`src/common/osf_defs.vh`:
```
`ifndef OSF_DEFS_VH
`define OSF_DEFS_VH
// Code prefixes
`define OSF_PFX_ERROR 8'hFE
`define OSF_PFX_FATAL 8'hFF
// Cause low bytes
`define OSF_CAUSE_NONE 8'h00
`define OSF_CAUSE_MAIN_TEMP 8'h01
`define OSF_CAUSE_SW_TEMP 8'h02
`define OSF_CAUSE_OVERVOLT 8'h03
`define OSF_CAUSE_SPEED 8'h04
`define OSF_CAUSE_UNDERVOLT 8'h05
`define OSF_CAUSE_ABS_POS 8'h06
`define OSF_CAUSE_INC_POS 8'h07
// Reset value of the code output
`define OSF_CODE_RESET 16'h0000
// Self-diagnosis repeat window
`define OSF_REPEAT_MS 500
`define OSF_CLK_KHZ 200000
`define OSF_REPEAT_CYC (`OSF_REPEAT_MS * `OSF_CLK_KHZ)
// Restart duration after delete-error
`define OSF_RESTART_CYC 16
`endif

```
`src/core/osf_fault_handler.v`:
```
`timescale 1ns/100ps
`include "osf_defs.vh"
module osf_fault_handler #(
  parameter REPEAT_CYC = `OSF_REPEAT_CYC
) (
  // Clock and reset
  input wire ref_clk,
  input wire rst_n,
  // Speed evaluation (same clock domain)
  input wire speedTrip,
  input wire slipHit,
  // Fault pins, asynchronous
  input wire internal_device_fault,
  input wire main_overtemp_fault,
  input wire switch_overtemp_fault,
  input wire supply_overvoltage_fault,
  input wire excessive_speed_fault,
  input wire supply_undervoltage_fault,
  input wire absolute_position_fault,
  input wire incremental_position_fault,
  // Self-diagnosis (same clock domain)
  input wire diagDone,
  input wire diagFail,
  // Clearing paths
  input wire resetInputCycle,
  input wire deleteError,
  input wire faultRead,
  // Contacts and indicators
  output wire safety_contact_a,
  output wire safety_contact_b,
  output wire diagContact,
  output wire redLamp,
  output wire severe_fault_category,
  output wire inSafeState,
  output wire restartBusy,
  output wire [15:0] faultCode
);
  // States, one-hot
  localparam [3:0] ST_RUN = 4'b0001;
  localparam [3:0] ST_ERROR = 4'b0010;
  localparam [3:0] ST_FATAL = 4'b0100;
  localparam [3:0] ST_RESTART = 4'b1000;

  wire [7:0] pinsSync; // Synchronised fault pins
  reg [3:0] state_ff;
  reg [3:0] nxt_state;
  reg [15:0] code_ff; // Latched causing code
  reg [15:0] nxt_code;
  reg [15:0] memCode_ff; // Fault memory
  reg memValid_ff; // Fault memory holds an entry
  reg memRead_ff; // Entry has been read out
  reg contactsClosed_ff; // Safety contacts closed
  reg diagClosed_ff; // Diagnostic contact closed
  reg slipHold_ff; // Slip-angle hold open
  reg retryPend_ff; // First self-check failed
  reg diagSafe_ff; // Repeat check failed too, or no repeat came within the window
  reg [31:0] retryCnt_ff;
  reg [4:0] restartCnt_ff;
  reg [7:0] cause;
  reg anyError;

  osf_sync2 #(
    .WIDTH(8)
  ) uSync (
    .ref_clk(ref_clk),
    .rst_n(rst_n),
    .asyncIn({incremental_position_fault, absolute_position_fault, supply_undervoltage_fault,
      excessive_speed_fault, supply_overvoltage_fault, switch_overtemp_fault,
      main_overtemp_fault, internal_device_fault}),
    .syncOut(pinsSync)
  );

  // Error-category cause, lowest code first
  always @* begin
    cause = `OSF_CAUSE_NONE;
    if (pinsSync[1]) cause = `OSF_CAUSE_MAIN_TEMP;
    else if (pinsSync[2]) cause = `OSF_CAUSE_SW_TEMP;
    else if (pinsSync[3]) cause = `OSF_CAUSE_OVERVOLT;
    else if (pinsSync[4]) cause = `OSF_CAUSE_SPEED;
    else if (pinsSync[5]) cause = `OSF_CAUSE_UNDERVOLT;
    else if (pinsSync[6]) cause = `OSF_CAUSE_ABS_POS;
    else if (pinsSync[7]) cause = `OSF_CAUSE_INC_POS;
    anyError = |pinsSync[7:1];
  end

  // Category state machine
  always @* begin
    nxt_state = state_ff;
    nxt_code = code_ff;
    case (state_ff)
      ST_RUN: begin
        // Fatal handling wins when both are pending
        if (pinsSync[0] || diagSafe_ff) begin
          nxt_state = ST_FATAL;
          nxt_code = {`OSF_PFX_FATAL, `OSF_CAUSE_NONE};
        end else if (anyError) begin
          nxt_state = ST_ERROR;
          nxt_code = {`OSF_PFX_ERROR, cause};
        end
      end
      ST_ERROR: begin
        if (pinsSync[0] || diagSafe_ff) begin
          nxt_state = ST_FATAL;
          nxt_code = {`OSF_PFX_FATAL, `OSF_CAUSE_NONE};
        end else if (deleteError) begin
          nxt_state = ST_RESTART;
        end else if (resetInputCycle) begin
          nxt_state = ST_RUN;
          nxt_code = `OSF_CODE_RESET;
        end
      end
      ST_FATAL: begin
        // Reset input is deliberately ignored here
        if (deleteError) nxt_state = ST_RESTART;
      end
      ST_RESTART: begin
        // A fault still present after restart relatches in RUN
        if (restartCnt_ff == `OSF_RESTART_CYC) begin
          nxt_state = ST_RUN;
          nxt_code = `OSF_CODE_RESET;
        end
      end
      default: begin
        nxt_state = ST_FATAL;
        nxt_code = {`OSF_PFX_FATAL, `OSF_CAUSE_NONE};
      end
    endcase
  end

  // State, code, restart counter
  always @(posedge ref_clk or negedge rst_n) begin
    if (!rst_n) begin
      state_ff <= ST_RUN;
      code_ff <= `OSF_CODE_RESET;
      restartCnt_ff <= 5'd0;
    end else begin
      state_ff <= nxt_state;
      code_ff <= nxt_code;
      if (state_ff == ST_RESTART) restartCnt_ff <= restartCnt_ff + 5'd1;
      else restartCnt_ff <= 5'd0;
    end
  end

  // Self-diagnosis repeat window
  always @(posedge ref_clk or negedge rst_n) begin
    if (!rst_n) begin
      retryPend_ff <= 1'b0;
      diagSafe_ff <= 1'b0;
      retryCnt_ff <= 32'd0;
    end else if (state_ff == ST_RESTART) begin
      // Restart wipes the diagnosis history
      retryPend_ff <= 1'b0;
      diagSafe_ff <= 1'b0;
      retryCnt_ff <= 32'd0;
    end else if (!retryPend_ff) begin
      retryCnt_ff <= 32'd0;
      if (diagDone && diagFail) retryPend_ff <= 1'b1;
    end else begin
      retryCnt_ff <= retryCnt_ff + 32'd1;
      if ((diagDone && diagFail) || retryCnt_ff >= REPEAT_CYC - 1) begin
        diagSafe_ff <= 1'b1;
        retryPend_ff <= 1'b0;
      end else if (diagDone) begin
        retryPend_ff <= 1'b0; // Repeat passed
      end
    end
  end

  // Fault memory and red lamp; a new fault beats a same-cycle delete
  always @(posedge ref_clk or negedge rst_n) begin
    if (!rst_n) begin
      memCode_ff <= `OSF_CODE_RESET;
      memValid_ff <= 1'b0;
      memRead_ff <= 1'b0;
    end else if (state_ff == ST_RUN && nxt_state != ST_RUN) begin
      memCode_ff <= nxt_code;
      memValid_ff <= 1'b1;
      memRead_ff <= 1'b0;
    end else if (memValid_ff) begin
      if (faultRead) memRead_ff <= 1'b1;
      // A delete that loses to a fault escalation must not darken the lamp
      if (deleteError && (memRead_ff || faultRead) && nxt_state != ST_ERROR && nxt_state != ST_FATAL) begin
        memValid_ff <= 1'b0;
      end
    end
  end

  // Contact drive; diagnostic contact is never an input here
  always @(posedge ref_clk or negedge rst_n) begin
    if (!rst_n) begin
      contactsClosed_ff <= 1'b0;
      diagClosed_ff <= 1'b0;
      slipHold_ff <= 1'b0;
    end else begin
      if (state_ff != ST_RUN) slipHold_ff <= 1'b0;
      else if (speedTrip && slipHit) slipHold_ff <= 1'b1;
      contactsClosed_ff <= (nxt_state == ST_RUN) && !speedTrip && !slipHold_ff
        && !(speedTrip && slipHit);
      diagClosed_ff <= (nxt_state == ST_RUN);
    end
  end

  assign safety_contact_a = contactsClosed_ff;
  assign safety_contact_b = contactsClosed_ff;
  assign diagContact = diagClosed_ff;
  assign redLamp = memValid_ff;
  assign severe_fault_category = (state_ff == ST_FATAL);
  assign inSafeState = (state_ff == ST_ERROR) || (state_ff == ST_FATAL);
  assign restartBusy = (state_ff == ST_RESTART);
  assign faultCode = inSafeState ? code_ff : memCode_ff;
endmodule // osf_fault_handler

```
`src/core/osf_sync2.v`:
```
`timescale 1ns/100ps
// Two flip-flop synchroniser for a bus of pin levels
module osf_sync2 #(
  parameter WIDTH = 1
) (
  // Clock and reset
  input wire ref_clk,
  input wire rst_n,
  // Data
  input wire [WIDTH-1:0] asyncIn,
  output wire [WIDTH-1:0] syncOut
);
  reg [WIDTH-1:0] stage1_ff; // Only read by stage2
  reg [WIDTH-1:0] stage2_ff;

  // Two stages against metastability
  always @(posedge ref_clk or negedge rst_n) begin
    if (!rst_n) begin
      stage1_ff <= {WIDTH{1'b0}};
      stage2_ff <= {WIDTH{1'b0}};
    end else begin
      stage1_ff <= asyncIn;
      stage2_ff <= stage1_ff;
    end
  end

  assign syncOut = stage2_ff;
endmodule // osf_sync2

```
`config.mk`:
```
export PLATFORM = sky130hd
export DESIGN_NAME = osf_fault_handler
export DESIGN_NICKNAME = d
export VERILOG_FILES = /design/src/core/osf_fault_handler.v /design/src/core/osf_sync2.v
export VERILOG_INCLUDE_DIRS = /design/src /design/src/common
export SDC_FILE = /design/constraint.sdc
export NUM_CORES = 1
export LEC_CHECK = 0
export ABC_AREA = 1
export BUFFER_PORTS_ARGS = -buffer_cell sky130_fd_sc_hd__buf_2
export CAP_MARGIN = 20
export CORE_MARGIN = 3
export CORE_UTILIZATION = 56
export DETAILED_ROUTE_END_ITERATION = 16
export HOLD_SLACK_MARGIN = 0.1
export PLACE_DENSITY = 0.82
export SKIP_LAST_GASP = 1
export SLEW_MARGIN = 20
export SYNTH_ARGS = -nofsm -noshare
export SYNTH_HDL_FRONTEND = slang
export SYNTH_SLANG_ARGS = --single-unit
```
`constraint.sdc`:
```
create_clock -name ref_clk -period 2.3 [get_ports ref_clk]
set_clock_uncertainty 0.1 [all_clocks]
set_input_delay 0.115 -clock ref_clk [delete_from_list [all_inputs] [get_ports ref_clk]]
set_output_delay 0.115 -clock ref_clk [all_outputs]
set_load 0.02 [all_outputs]
```
==> results.cfg <==
[sta]
period_needed_ps = 2200
finalSetupViolCount = 0
min_period_over_period_pct = 95.7
tightest_slew_ps = 652
final.setup.tns_ps = 0
drv_slew = 0
max_slew_margin_pct = 56.5
clock.fmax_mhz = 454
hold_viol = 0

[synthesis]
async_flop_share_pct = 100
synth_ff_type = dfrtp_1
synth_edf_count = 0
ys_seq_area_share_pct = 53.9
syn_area_per_cell_um2 = 8.16
yosys_register_bits = 96
syn-instance-count = 547
synth_cell_types = 35
yosys_warnings = 0
synth_nets = 567
synthesis.area_mm2 = 0.00446

[global_route]
track_usage_pct = 22.8
grt_max_degree = 51
antenna_found_initial = 0
overflow = 0
first_global_vias = 3564
grt_pass1_wl_um = 16200

[hold_path]
hp-class = primary input to flip-flop
hold_depth = 7

[run]
maxCapViolations = 0

[clock_tree]
cts_tree = yes
clk-insertion-delay-late_ps = 370
cts_buffer_depth = 2
clk_pin_slew_ps = 100
cts_sinks = 96
root_buffer = clkbuf_8
h-tree-depth = 3
cts_buffers = 9

[power_and_ir_drop]
ir_drop_uv = 339
powerDensity_mw_per_mm2 = 838
p_leak_nw = 2.44
totalPowerFinal_mw = 4.36

[drt]
drtIter0Drc = 244
avgRoutedWirePerCell_um = 13.1
drt_first_pass_iters = 5
drcViolationCount = 0
viasPerCell = 5.23
antenna_left = 0
num_vias = 3758
wl_um = 9420

[setup_path]
crit_path_max_fanout = 5
crit_path_top_delay_cell = dlygate4sd3_1
cp_cell_sequence = ha_1 -> nand2_1 -> nor2_2 -> nand2_2 -> nand2_1 -> nand2_1 -> nand2_1 -> nand2_1 -> nand3_1 -> a21oi_2 -> dlygate4sd3_1
cpPeakStageDelay_ps = 550
start_kind = flip-flop
crit_top_cell = nand2_1
crit_path_end_kind = flip-flop
critPathKind = flip-flop to flip-flop
reg2reg_depth = 11
required_ps = 2510
arrival_ps = 2410

[final_layout]
final_cell_mix = nand2_1 (121), dfrtp_1 (95), nor2_1 (83), inv_1 (77), buf_2 (38)
n_antenna_cell = 0
drive_above_1_share_pct = 14.0
syn2layout_area_growth_pct = 16.5
nets = 635
layout_commonest_cell = nand2_1

[die]
rows = 31
boundaryPins = 40
die_w_um = 95.3
start_util_pct = 59.6
fp.coreArea_mm2 = 0.00749
die_h_um = 95.3
dieArea_mm2 = 0.00907

[place]
dpl.hpwl_um = 6560
numPortBuffers = 39
gp_congestion = 0.875

[outcome]
outcome = finished, final reports clean
-- Yosys cell counts, types with 4 or more instances --
library cell  count  area (µm²)
nand4_1           8        50.1
a21oi_1          32         160
nor3_1           11        55.1
nor2_4            4        45.0
o21ai_0          35         175
dfrtp_1          95        2380
buf_2             5        25.0
nand2_1         121         454
inv_1            77         289
nor2_1           84         315
nand3_1          37         185
o21a_1            4        30.0
-- state kept, by name (all words and copies together) (netlist names) --
| name | cells |
|---|---|
| code_ff | 16 |
| diagContact | 1 |
| diagSafe_ff | 1 |
| memCode_ff | 16 |
| memRead_ff | 1 |
| redLamp | 1 |
| restartCnt_ff | 5 |
| retryCnt_ff | 32 |
| retryPend_ff | 1 |
| safety_contact_a | 1 |
| slipHold_ff | 1 |
| state_ff | 4 |
| uSync.stage1_ff | 8 |
| uSync.syncOut | 8 |
-- final timing paths --
path,end,from,slack [ps]
max,retryPend_ff,retryCnt_ff[0],100
max reg2reg,retryPend_ff,retryCnt_ff[0],100
max in group asynchronous,uSync.syncOut[3],rst_n,1290
min,diagSafe_ff,diagDone,140
min in group asynchronous,retryCnt_ff[21],rst_n,200
min reg2reg,uSync.syncOut[5],uSync.stage1_ff[5],260
-- what timing repair did --
action,CTS,global route
buffers inserted,0,1
endpoints found under the hold margin,62,0
endpoints found under the setup margin,0,11
hold buffers,18,0
resized for setup,0,3
-- metal layers --
| layer | track usage [%] | vias up | wire [µm] | share of wire (%) |
|---|---|---|---|---|
| li1 | - | 1872 | - | - |
| met1 | 29.6 | 1761 | 4210 | 45 |
| met2 | 38.5 | 116 | 4660 | 49 |
| met3 | 5.76 | 9 | 471 | 5.0 |
| met4 | 4.93 | 0 | 83 | 0.88 |
| met5 | 0 | - | 0 | 0 |
-- through the flow --
step | setup WS [ps] | util (%) | area (µm²) | hold WS [ps] | cells
after floorplan | 481 | - | 4460 | -281 | 547
after global placement | 546 | 64.2 | 4800 | 84.1 | 684
after detailed placement | 488 | 64.2 | 4800 | 92.2 | 684
after CTS | 130 | 69.2 | 5180 | 125 | 718
after global routing | -12.3 | 69.4 | 5200 | 198 | 719
final | 98.8 | 69.4 | 5200 | 139 | 719
-- power breakdown --
group / total (mW) / switching, mW / internal [mW]
Sequential: 1.90 / 0.0855 / 1.81
Clock: 1.07 / 0.647 / 0.425
Combinational: 1.39 / 0.942 / 0.443
-- cell families (layout without fill, tap and decap cells) --
logic type	count (synthesis)	count (layout)	synth area share, %
AOI/OAI and AO/OA	78	78	9.42
xor gates and xnor gates	3	3	0.589
adders and majority gates	3	3	0.841
DFF	96	96	53.9
buffers and inverters	88	161	7.71
and+or+nand+nor	279	279	27.6
-- worst max-delay path: cells and delay by family (launching register included) --
kind	cells	cell delay, ps
AOI/OAI and AO/OA	1	150
adders and majority gates	1	220
buffers and inverters	1	550
DFF	1	410
and+or+nand+nor	8	700
-- layout make-up --
type                            instances  area [µm²]
Clock inverter                          7        71.3
Inverter                               80         300
Timing Repair Buffer                   65         454
Multi-Input combinational cell        363        1720
Sequential cell                        96        2400
Fill cell                             577        2290
Tap cell                               99         124
Clock buffer                            9         124
Note: power is estimated with default switching activity, not from simulation.
